### config.mk
export PLATFORM = sky130hd
export DESIGN_NAME = ultc_core
export DESIGN_NICKNAME = d
export VERILOG_FILES = /design/src/inc/ultc_pkg.sv /design/src/core/ultc_core.sv
export SDC_FILE = /design/constraint.sdc
export NUM_CORES = 1
export LEC_CHECK = 0
export ABC_AREA = 1
export BUFFER_PORTS_ARGS = -buffer_cell sky130_fd_sc_hd__buf_2
export CORE_MARGIN = 2
export CORE_UTILIZATION = 50
export DETAILED_ROUTE_END_ITERATION = 10
export PLACE_DENSITY = 0.76
export SYNTH_ARGS = -nofsm -noshare
export SYNTH_HDL_FRONTEND = slang
export SYNTH_SLANG_ARGS = --single-unit
export TNS_END_PERCENT = 10
### constraint.sdc
create_clock -name clk_sys_i -period 2.7 [get_ports clk_sys_i]
set_input_delay 0 -clock clk_sys_i [delete_from_list [all_inputs] [get_ports clk_sys_i]]
set_output_delay 0 -clock clk_sys_i [all_outputs]
set_load 0.1 [all_outputs]
### src/inc/ultc_pkg.sv
package ultc_pkg;

    // -------------------------------------------------------------------
    // register addresses
    // -------------------------------------------------------------------
    localparam logic [7:0] ADDR_BAUD_RELOAD  = 8'h9A;
    localparam logic [7:0] ADDR_BAUD_COUNTER = 8'h9B;
    localparam logic [7:0] ADDR_LIN_CONFIG   = 8'h9D;
    localparam logic [7:0] ADDR_AUX_PIN_SEL6 = 8'hA4;
    localparam logic [7:0] ADDR_SERIAL_CTL1  = 8'hB9;

    // -------------------------------------------------------------------
    // field positions and reset values
    // -------------------------------------------------------------------
    localparam int          LC_BRK_FLAG   = 7;
    localparam int          LC_TX_ERR     = 6;
    localparam int          LC_BRK_LEN16  = 5;
    localparam int          LC_AUTO_BAUD  = 4;
    localparam int          LC_DIR_TX     = 3;
    localparam int          LC_BRK_CTL    = 2;
    localparam int          SC_RUN        = 7;
    localparam int          SC_PRESCALE   = 6;
    localparam int          SC_TX_CLK     = 5;
    localparam int          SC_RX_CLK     = 4;
    localparam int          SC_CKO_EN     = 3;
    localparam int          AUX_COPS      = 0;
    localparam logic [7:0]  CFG_KEEP_MASK = 8'hFC;
    localparam logic [7:0]  REG_RESET     = 8'h00;

    // -------------------------------------------------------------------
    // modes and timing counts
    // -------------------------------------------------------------------
    localparam logic [2:0]  MODE_TIMER     = 3'b010;
    localparam logic [2:0]  MODE_LIN       = 3'b101;
    localparam logic [3:0]  PRESCALE_LAST  = 4'hB;   // divide by 12
    localparam logic [8:0]  OVF_PER_BIT    = 9'h010;
    localparam logic [8:0]  BRK13_OVF      = 9'h0D0; // 13 bits * 16
    localparam logic [8:0]  BRK16_OVF      = 9'h100; // 16 bits * 16
    localparam logic [8:0]  BRK_DETECT_OVF = 9'h0B0; // 11 bits * 16
    localparam logic [2:0]  SYNC_FALLS     = 3'h4;   // edges after start

    // LIN engine states, gray along idle->wait->break->sync
    typedef enum logic [2:0] {
        ST_IDLE    = 3'b000,
        ST_TX_BRK  = 3'b100,
        ST_RX_WAIT = 3'b001,
        ST_RX_BRK  = 3'b011,
        ST_SYNC    = 3'b010
    } ultc_state_t;

endpackage

### src/core/ultc_core.sv
// Function
// break flag set when LIN break detection ends; write one clears it
// master raises break flag with transmit done, slave with receive done
// in transmit direction a bus mismatch sets transmit error; one clears
// master break length: select clear 13 bits, set 16 bits
// software sets auto-baud before sync; hardware clears at sync end
// direction bit clear selects receive engine, set selects transmit
// master with break control: next data buffer write sends a break
// slave with break control waits to receive a break
// break control clears itself after break sent or received
// software writes zero to the two low config bits
// timer mode 010, clocks 11, data output set: 8-bit timer
// same mode with data output clear: 16-bit timer
// pin select clear routes clock out to P4.7, set to P3.3
// 8-bit timer clock: sys/12, timer1 ovf, sys, timer0 ovf
// clock output latch toggles on overflow only while enabled
// 8-bit up-counter reloading on overflow; overflow is time base
// reload write also loads counter only while generator stopped
// LIN operation is mode 101 with both clock selects set
`timescale 1ns/100ps
module ultc_core
    import ultc_pkg::*;
(
    input  wire logic       clk_sys_i,
    input  wire logic       nrst_i,
    input  wire logic [7:0] sfr_addr_i,
    input  wire logic       sfr_wr_i,
    input  wire logic [7:0] sfr_wdata_i,
    output logic      [7:0] sfr_rdata_o,
    input  wire logic [2:0] serial_mode_i,
    input  wire logic       serial_mode_aux_bit_i,
    input  wire logic       data_output_select_i,
    input  wire logic       lin_master_i,
    input  wire logic       serial_data_buffer_wr_i,
    input  wire logic       timer_one_overflow_i,
    input  wire logic       timer_zero_overflow_i,
    input  wire logic       lin_rx_i,
    output logic            lin_tx_o,
    output logic            transmit_done_set_o,
    output logic            receive_done_set_o,
    output logic            generator_overflow_o,
    output logic            timer16_overflow_o,
    output logic            clk_out_p47_o,
    output logic            clk_out_p47_oe_o,
    output logic            clk_out_p33_o,
    output logic            clk_out_p33_oe_o
);

    // -------------------------------------------------------------------
    // state
    // -------------------------------------------------------------------
    logic [7:0]  cfg_q, cfg_d;
    logic [7:0]  ctl_q, ctl_d;
    logic [7:0]  aux_q, aux_d;
    logic [7:0]  reload_q, reload_d;
    logic [7:0]  count_q, count_d;
    logic [7:0]  high_q, high_d;
    logic [3:0]  pre_q, pre_d;
    logic        latch_q, latch_d;
    logic [7:0]  rdata_q, rdata_d;
    ultc_state_t st_q, st_d;
    logic [8:0]  ovf_cnt_q, ovf_cnt_d;
    logic [14:0] meas_q, meas_d;
    logic [2:0]  falls_q, falls_d;
    logic        rx_prev_q, rx_prev_d;
    logic        tx_q, tx_d;
    logic        tdone_q, tdone_d;
    logic        rdone_q, rdone_d;
    logic        gen_ovf_q, gen_ovf_d;
    logic        t16_ovf_q, t16_ovf_d;

    // decoded helpers
    logic timer_mode;
    logic lin_mode;
    logic tick;
    logic ovf;
    logic brk_done;
    logic tx_err;

    // register write select, shared by every register
    function automatic logic wr_hit(input logic [7:0] a);
        return sfr_wr_i && (sfr_addr_i == a);
    endfunction

    // -------------------------------------------------------------------
    // mode and count clock decode
    // -------------------------------------------------------------------
    always_comb begin
        timer_mode = (serial_mode_i == MODE_TIMER) && ctl_q[SC_TX_CLK]
                     && ctl_q[SC_RX_CLK];
        lin_mode   = (serial_mode_i == MODE_LIN) && ctl_q[SC_TX_CLK]
                     && ctl_q[SC_RX_CLK];
        if (timer_mode) begin
            case ({ctl_q[SC_PRESCALE], serial_mode_aux_bit_i})
                2'b00:   tick = (pre_q == PRESCALE_LAST);
                2'b01:   tick = timer_one_overflow_i;
                2'b10:   tick = 1'b1;
                default: tick = timer_zero_overflow_i;
            endcase
        end else begin
            // uart use: only the prescale bit picks the rate
            tick = ctl_q[SC_PRESCALE] ? 1'b1 : (pre_q == PRESCALE_LAST);
        end
        ovf = ctl_q[SC_RUN] && tick && (count_q == 8'hFF);
    end

    // -------------------------------------------------------------------
    // baud generator, 16-bit extension and clock output: next values
    // -------------------------------------------------------------------
    always_comb begin
        pre_d     = (pre_q == PRESCALE_LAST) ? 4'h0 : pre_q + 4'h1;
        count_d   = count_q;
        high_d    = high_q;
        latch_d   = latch_q;
        gen_ovf_d = 1'b0;
        t16_ovf_d = 1'b0;
        reload_d  = reload_q;
        if (ctl_q[SC_RUN] && tick) begin
            if (count_q == 8'hFF) begin
                count_d = reload_q;
                if (timer_mode && !data_output_select_i) begin
                    // 16-bit: low byte carries into the high byte
                    high_d = high_q + 8'h01;
                    if (high_q == 8'hFF) begin
                        t16_ovf_d = 1'b1;
                        gen_ovf_d = 1'b1;
                        if (ctl_q[SC_CKO_EN])
                            latch_d = ~latch_q;
                    end
                end else begin
                    gen_ovf_d = 1'b1;
                    if (ctl_q[SC_CKO_EN])
                        latch_d = ~latch_q;
                end
            end else begin
                count_d = count_q + 8'h01;
            end
        end
        // auto-baud result lands in the reload register; the closing
        // tick is counted too, so the whole window is measured
        if (st_q == ST_SYNC && lin_rx_i == 1'b0 && rx_prev_q
            && falls_q == SYNC_FALLS) begin
            reload_d = 8'h00 - meas_d[14:7];
            if (!ctl_q[SC_RUN])
                count_d = 8'h00 - meas_d[14:7];
        end
        if (wr_hit(ADDR_BAUD_RELOAD)) begin
            reload_d = sfr_wdata_i;
            if (!ctl_q[SC_RUN])
                count_d = sfr_wdata_i;
        end
        if (wr_hit(ADDR_BAUD_COUNTER))
            count_d = sfr_wdata_i;                     // software wins
    end

    // -------------------------------------------------------------------
    // LIN engine: next values
    // -------------------------------------------------------------------
    always_comb begin
        st_d      = st_q;
        ovf_cnt_d = ovf_cnt_q;
        meas_d    = meas_q;
        falls_d   = falls_q;
        rx_prev_d = lin_rx_i;
        tx_d      = 1'b1;
        tdone_d   = 1'b0;
        rdone_d   = 1'b0;
        brk_done  = 1'b0;
        tx_err    = 1'b0;
        case (st_q)
            ST_IDLE: begin
                ovf_cnt_d = 9'h000;
                if (lin_mode && cfg_q[LC_BRK_CTL]) begin
                    if (lin_master_i && serial_data_buffer_wr_i
                        && cfg_q[LC_DIR_TX])
                        st_d = ST_TX_BRK;
                    else if (!lin_master_i && !cfg_q[LC_DIR_TX])
                        st_d = ST_RX_WAIT;
                end
            end
            ST_TX_BRK: begin
                tx_d = 1'b0;
                if (ovf) begin
                    ovf_cnt_d = ovf_cnt_q + 9'h001;
                    // sampled once per overflow to keep it cheap; only
                    // while our own drive is already low on the line
                    tx_err = cfg_q[LC_DIR_TX] && !tx_q && lin_rx_i;
                    // entry overflow opens the first period, end one later
                    if (ovf_cnt_q == (cfg_q[LC_BRK_LEN16] ?
                                  BRK16_OVF : BRK13_OVF)) begin
                        tx_d     = 1'b1;
                        tdone_d  = 1'b1;
                        brk_done = 1'b1;
                        st_d     = ST_IDLE;
                    end
                end
            end
            ST_RX_WAIT: begin
                ovf_cnt_d = 9'h000;
                if (!cfg_q[LC_BRK_CTL])
                    st_d = ST_IDLE;
                else if (!lin_rx_i)
                    st_d = ST_RX_BRK;
            end
            ST_RX_BRK: begin
                if (ovf && ovf_cnt_q != 9'h1FF)
                    ovf_cnt_d = ovf_cnt_q + 9'h001;
                if (lin_rx_i) begin
                    if (ovf_cnt_q >= BRK_DETECT_OVF) begin
                        rdone_d  = 1'b1;
                        brk_done = 1'b1;
                        meas_d   = 15'h0000;
                        falls_d  = 3'h0;
                        st_d     = cfg_q[LC_AUTO_BAUD] ? ST_SYNC : ST_IDLE;
                    end else begin
                        st_d = ST_RX_WAIT;             // glitch, not a break
                    end
                end
            end
            ST_SYNC: begin
                // start bit edge opens the window, fourth later closes it
                if (falls_q != 3'h0 && tick && meas_q != 15'h7FFF)
                    meas_d = meas_q + 15'h0001;
                if (!lin_rx_i && rx_prev_q) begin
                    falls_d = falls_q + 3'h1;
                    if (falls_q == SYNC_FALLS)
                        st_d = ST_IDLE;
                end
                if (!cfg_q[LC_AUTO_BAUD])
                    st_d = ST_IDLE;
            end
            default: st_d = ST_IDLE;
        endcase
    end

    // -------------------------------------------------------------------
    // software registers and read data: next values
    // -------------------------------------------------------------------
    always_comb begin
        cfg_d = cfg_q;
        ctl_d = ctl_q;
        aux_d = aux_q;
        if (wr_hit(ADDR_LIN_CONFIG)) begin
            cfg_d = (cfg_q & 8'hC0) | (sfr_wdata_i & 8'h3C);
            if (sfr_wdata_i[LC_BRK_FLAG])
                cfg_d[LC_BRK_FLAG] = 1'b0;
            if (sfr_wdata_i[LC_TX_ERR])
                cfg_d[LC_TX_ERR] = 1'b0;
        end else begin
            if (brk_done)
                cfg_d[LC_BRK_CTL] = 1'b0;
            if (st_q == ST_SYNC && st_d == ST_IDLE)
                cfg_d[LC_AUTO_BAUD] = 1'b0;
        end
        // hardware set wins over a same-cycle clear
        if (brk_done)
            cfg_d[LC_BRK_FLAG] = 1'b1;
        if (tx_err)
            cfg_d[LC_TX_ERR] = 1'b1;
        if (wr_hit(ADDR_SERIAL_CTL1))
            ctl_d = sfr_wdata_i & CFG_KEEP_MASK;
        if (wr_hit(ADDR_AUX_PIN_SEL6))
            aux_d = sfr_wdata_i;
        case (sfr_addr_i)
            ADDR_BAUD_RELOAD:  rdata_d = reload_q;
            ADDR_BAUD_COUNTER: rdata_d = count_q;
            ADDR_LIN_CONFIG:   rdata_d = cfg_q & CFG_KEEP_MASK;
            ADDR_AUX_PIN_SEL6: rdata_d = aux_q;
            ADDR_SERIAL_CTL1:  rdata_d = ctl_q;
            default:           rdata_d = 8'h00;
        endcase
    end

    // -------------------------------------------------------------------
    // registers
    // -------------------------------------------------------------------
    always_ff @(posedge clk_sys_i) begin
        if (!nrst_i) begin
            cfg_q     <= REG_RESET;
            ctl_q     <= REG_RESET;
            aux_q     <= REG_RESET;
            reload_q  <= REG_RESET;
            count_q   <= REG_RESET;
            high_q    <= REG_RESET;
            pre_q     <= 4'h0;
            latch_q   <= 1'b0;
            rdata_q   <= REG_RESET;
            st_q      <= ST_IDLE;
            ovf_cnt_q <= 9'h000;
            meas_q    <= 15'h0000;
            falls_q   <= 3'h0;
            rx_prev_q <= 1'b1;
            tx_q      <= 1'b1;
            tdone_q   <= 1'b0;
            rdone_q   <= 1'b0;
            gen_ovf_q <= 1'b0;
            t16_ovf_q <= 1'b0;
        end else begin
            cfg_q     <= cfg_d;
            ctl_q     <= ctl_d;
            aux_q     <= aux_d;
            reload_q  <= reload_d;
            count_q   <= count_d;
            high_q    <= high_d;
            pre_q     <= pre_d;
            latch_q   <= latch_d;
            rdata_q   <= rdata_d;
            st_q      <= st_d;
            ovf_cnt_q <= ovf_cnt_d;
            meas_q    <= meas_d;
            falls_q   <= falls_d;
            rx_prev_q <= rx_prev_d;
            tx_q      <= tx_d;
            tdone_q   <= tdone_d;
            rdone_q   <= rdone_d;
            gen_ovf_q <= gen_ovf_d;
            t16_ovf_q <= t16_ovf_d;
        end
    end

    // -------------------------------------------------------------------
    // outputs
    // -------------------------------------------------------------------
    assign sfr_rdata_o          = rdata_q;
    assign lin_tx_o             = tx_q;
    assign transmit_done_set_o  = tdone_q;
    assign receive_done_set_o   = rdone_q;
    assign generator_overflow_o = gen_ovf_q;
    assign timer16_overflow_o   = t16_ovf_q;
    // pin routing of the clock latch
    assign clk_out_p47_o    = latch_q;
    assign clk_out_p33_o    = latch_q;
    assign clk_out_p47_oe_o = ctl_q[SC_CKO_EN] && !aux_q[AUX_COPS];
    assign clk_out_p33_oe_o = ctl_q[SC_CKO_EN] && aux_q[AUX_COPS];

endmodule

==> metrics.md <==
| Metric | Value |
|---|---|
| Required @ worst endpoint | `2990 ps` |
| WL per Instance | `14.2 um` |
| TritonCTS Sinks | `93` |
| Commonest non-fill, non-tap cell in the layout | `nand2_1` |
| Max Clock Skew | `about 16 ps` |
| Critical Path Sink Type | `register` |
| Status | `finished, final reports clean` |
| Finish-stage setup viols | `0` |
| Most frequent cells in the layout | `155 x nand2_1, 115 x inv_1, 92 x dfxtp_1` |
| Max clock buf depth | `2` |
| # DRC | `0` |
| Area post-placement | `5560 um^2` |
| Worst R2R Start | `pre_q[0]` |
| Sequential share of power | `56.6%` |
| CORE AREA | `between 10000 and 15000 um^2` |
| Synth warnings | `0` |
| Comb pwr share | `4.4%` |
| Mapped Nets | `798` |
| Crit-path max FO | `7` |
| Footprint of the multi-input gates | `between 2000 and 3000 um^2` |
| Max-slew violations | `0` |
| RSZ-0062 raised after global routing | `false` |
| Final WS setup | `244 ps` |
| Finished Core Util | `between 50% and 60%` |
| Leak | `2.43 nW` |
| Total Routing Usage GR | `24.7%` |
| Beginning of the critical path | `pre_q[0]` |
| TritonCTS clock tree | `built` |
| Inserted Clock Buffers | `9` |
| Peak supply drop | `between 0.2 and 0.3 mV` |
| Post-synth EDFFs | `0` |
| Post-DR vias/cell | `5.52` |
| Total grt overflow | `0` |
| Area delta synth->final | `14.6%` |
| Slew @ Worst Pin | `699 ps` |
| Sw Ratio | `a little over a quarter` |
| WP data arrival | `2750 ps` |
| Setup Crit Path Kind | `register to register` |
| Seq/Total Area, Yosys | `35.8%` |
| Fraction of layout cells with a size suffix above 1 | `14.8%` |
| HPWL after DPL | `10400 um` |
| Pwr Density | `409 nW/um^2` |
| Pint | `0.00179 W` |
| Max-slew headroom | `52.2%` |
| Fmax | `407 MHz` |
| Die height | `106 um` |
| I/O pin cnt | `46` |
| Antenna-violating nets left | `0` |
| Total power | `roughly 0.0024 W` |
| Ys async rst share | `0%` |
| Period utilization | `91.0%` |
| CTS root buffer | `clkbuf_8` |
| Vias | `5335` |
| Switching power | `0.000654 W` |
| Port bufs | `45` |
| Fillers | `between 900 and 1000` |
| CP most frequent cell | `nand2_1` |
| Clk_lat worst skew | `370 ps` |
| Design Area, Final | `5960 um^2` |
| CTS clock-pin slew for the worst setup and hold paths | `between 100 and 150 ps` |
| CP max stage delay | `roughly 380 ps` |
| Power share of the clock group | `39.0%` |
| Worst setup SP type | `register` |
| Post-synth cell types | `57` |
| Prevailing post-synth register cell | `dfxtp_1` |
| Max-cap violations | `0` |
| Hold crit path type | `input port to register` |
| Hold Fails Final Rpt | `0` |
| CP bufs+invs | `2` |
| Register area | `1860 um^2` |
| DRT Pass-1 Iters | `5` |
| Synthesized flop and latch total | `between 90 and 100` |
| Syn avg cell area | `6.85 um^2` |
| Initial Util | `~50%` |
| CTS HTree Levels | `3` |
| Largest net degree at the start of global routing | `35` |
| Delay-heaviest family, CP | `simple AND/OR/NAND/NOR gates` |
| DR iter-0 viols | `431` |
| Final Routed Wirelength | `13800 um` |
| Die Area | `11200 um^2` |
| Worst path slowest cell | `dfxtp_1` |
| Final TNS setup | `0 ps` |
| Min-Delay Startpoint | `sfr_addr_i[1]` |
| Layout Nets | `864` |
| Synthesized instance count | `759` |
| Synthesized area | `5200 um^2` |
| Chip Width | `roughly 110 um` |
| Final estimated routing congestion in global placement | `~0.97` |
| Final Critical Period | `2460 ps` |
| Vias in the first global route | `about 5000` |
| Worst slack at placement | `64.7 ps` |
| Antenna Cells | `0` |
| R2R Setup Slk | `240 ps` |
| Initial antenna violation count | `0` |
| # rows | `37` |
| Global-route wire length before repair | `~23000 um` |
| Critical path cell sequence | `ha_1, nand3b_1, nand2_1, nand2_1, nand3_4, nand3_4, buf_4, nand2_1, nand3_1, nand2_2, inv_1, nand2_2, xor2_1, nand2_1, a31oi_1` |
==> synth_stat cells, types with 2 or more instances <==
cell / instances / area share (%)
nand2_1: 156 / 11
inv_1: 116 / 8.4
dfxtp_1: 93 / 36
nor2_1: 69 / 5.0
a21oi_1: 62 / 6.0
o21ai_0: 41 / 3.9
nand3_1: 37 / 3.6
nor3_1: 29 / 2.8
nand4_1: 16 / 1.9
o22ai_1: 11 / 1.3
ha_1: 10 / 2.4
nor2_2: 9 / 1.1
nand2_2: 8 / 0.96
xor2_1: 8 / 1.3
a211oi_1: 7 / 1.0
a31oi_1: 7 / 0.84
clkbuf_1: 7 / 0.51
inv_2: 7 / 0.51
a221oi_1: 4 / 0.67
nor3_2: 4 / 0.77
nor4_1: 4 / 0.48
o21ai_1: 4 / 0.38
xnor2_1: 4 / 0.67
o211ai_1: 3 / 0.43
a311oi_1: 2 / 0.34
buf_1: 2 / 0.14
buf_2: 2 / 0.19
buf_4: 2 / 0.29
nand2_4: 2 / 0.43
nand3_4: 2 / 0.67
nor3b_1: 2 / 0.29
o21a_1: 2 / 0.29
o21ai_2: 2 / 0.34
or2_2: 2 / 0.24
==> registers in the layout (all words and copies together) (netlist names) <==
name,flops
aux_q,8
cfg_q,6
clk_out_p33_o,1
count_q,8
ctl_q,6
falls_q,3
generator_overflow_o,1
high_q,8
lin_tx_o,1
meas_q,15
ovf_cnt_q,9
pre_q,4
receive_done_set_o,1
reload_q,8
rx_prev_q,1
sfr_rdata_o,8
st_q,3
timer16_overflow_o,1
transmit_done_set_o,1
==> worst min-delay path: stages <==
cell,delay (ps)
buf_2,120
nor3_1,80
nand3_1,80
a31oi_1,80
==> kinds of logic after synthesis <==
kind of cell | after synthesis | share of synthesized area [%]
buf+inv | 139 | 10.3
compound gates | 154 | 17.1
flops | 93 | 35.8
simple gates | 351 | 32.4
fa+ha+maj | 10 | 2.41
xor+xnor | 12 | 2.02
==> per-layer routing <==
| metal | wire [um] | track usage, % | vias up |
|---|---|---|---|
| li1 | - | - | 2637 |
| met1 | 6020 | 33.2 | 2462 |
| met2 | 6350 | 39.9 | 197 |
| met3 | 1020 | 4.78 | 39 |
| met4 | 365 | 8.18 | 0 |
| met5 | 0 | 0 | - |
==> cell type report <==
cell class,count,area share [%]
flip-flops and latches,93,31.2
clock buffers,9,2.08
inverters,126,8.00
repair buffers,68,7.26
well taps,136,2.85
clock inverters,7,1.26
multi-input cells,527,47.3
==> timing repair <==
item                                    in CTS  in global routing
gates resized for setup                      0                  6
hold endpoints to repair                    23                  0
endpoints found under the setup margin       0                  7
hold buffers                                14                  0
buffers inserted                             0                  6
==> through the flow <==
stage | std cells | hold slack, ps
2_1_floorplan | 759 | 120
3_3_place_gp | 930 | 273
3_5_place_dp | 930 | 281
4_1_cts | 960 | 12.7
5_1_grt | 966 | 22.0
6_report | 966 | 23.5
==> final timing paths <==
path | depth (start not counted) | to
worst max-delay path | 15 | reload_q[3]
worst min-delay path | 4 | sfr_rdata_o[6]
worst max register to register | 15 | reload_q[3]
worst min register to register | 2 | aux_q[5]
==> power by group through the flow <==
| stage | Combinational, W | Sequential, W | Clock, W |
|---|---|---|---|
| 3_3_place_gp | 0.0000905 | 0.00141 | 0 |
| 3_5_place_dp | 0.0000925 | 0.00141 | 0 |
| 5_1_grt | 0.000117 | 0.00138 | 0.00103 |
| 6_report | 0.000108 | 0.00138 | 0.000952 |
| 4_1_cts | 0.000105 | 0.00138 | 0.000974 |
| 2_1_floorplan | 0.0000455 | 0.00141 | 0 |
Power figures use the tool's default switching activity.
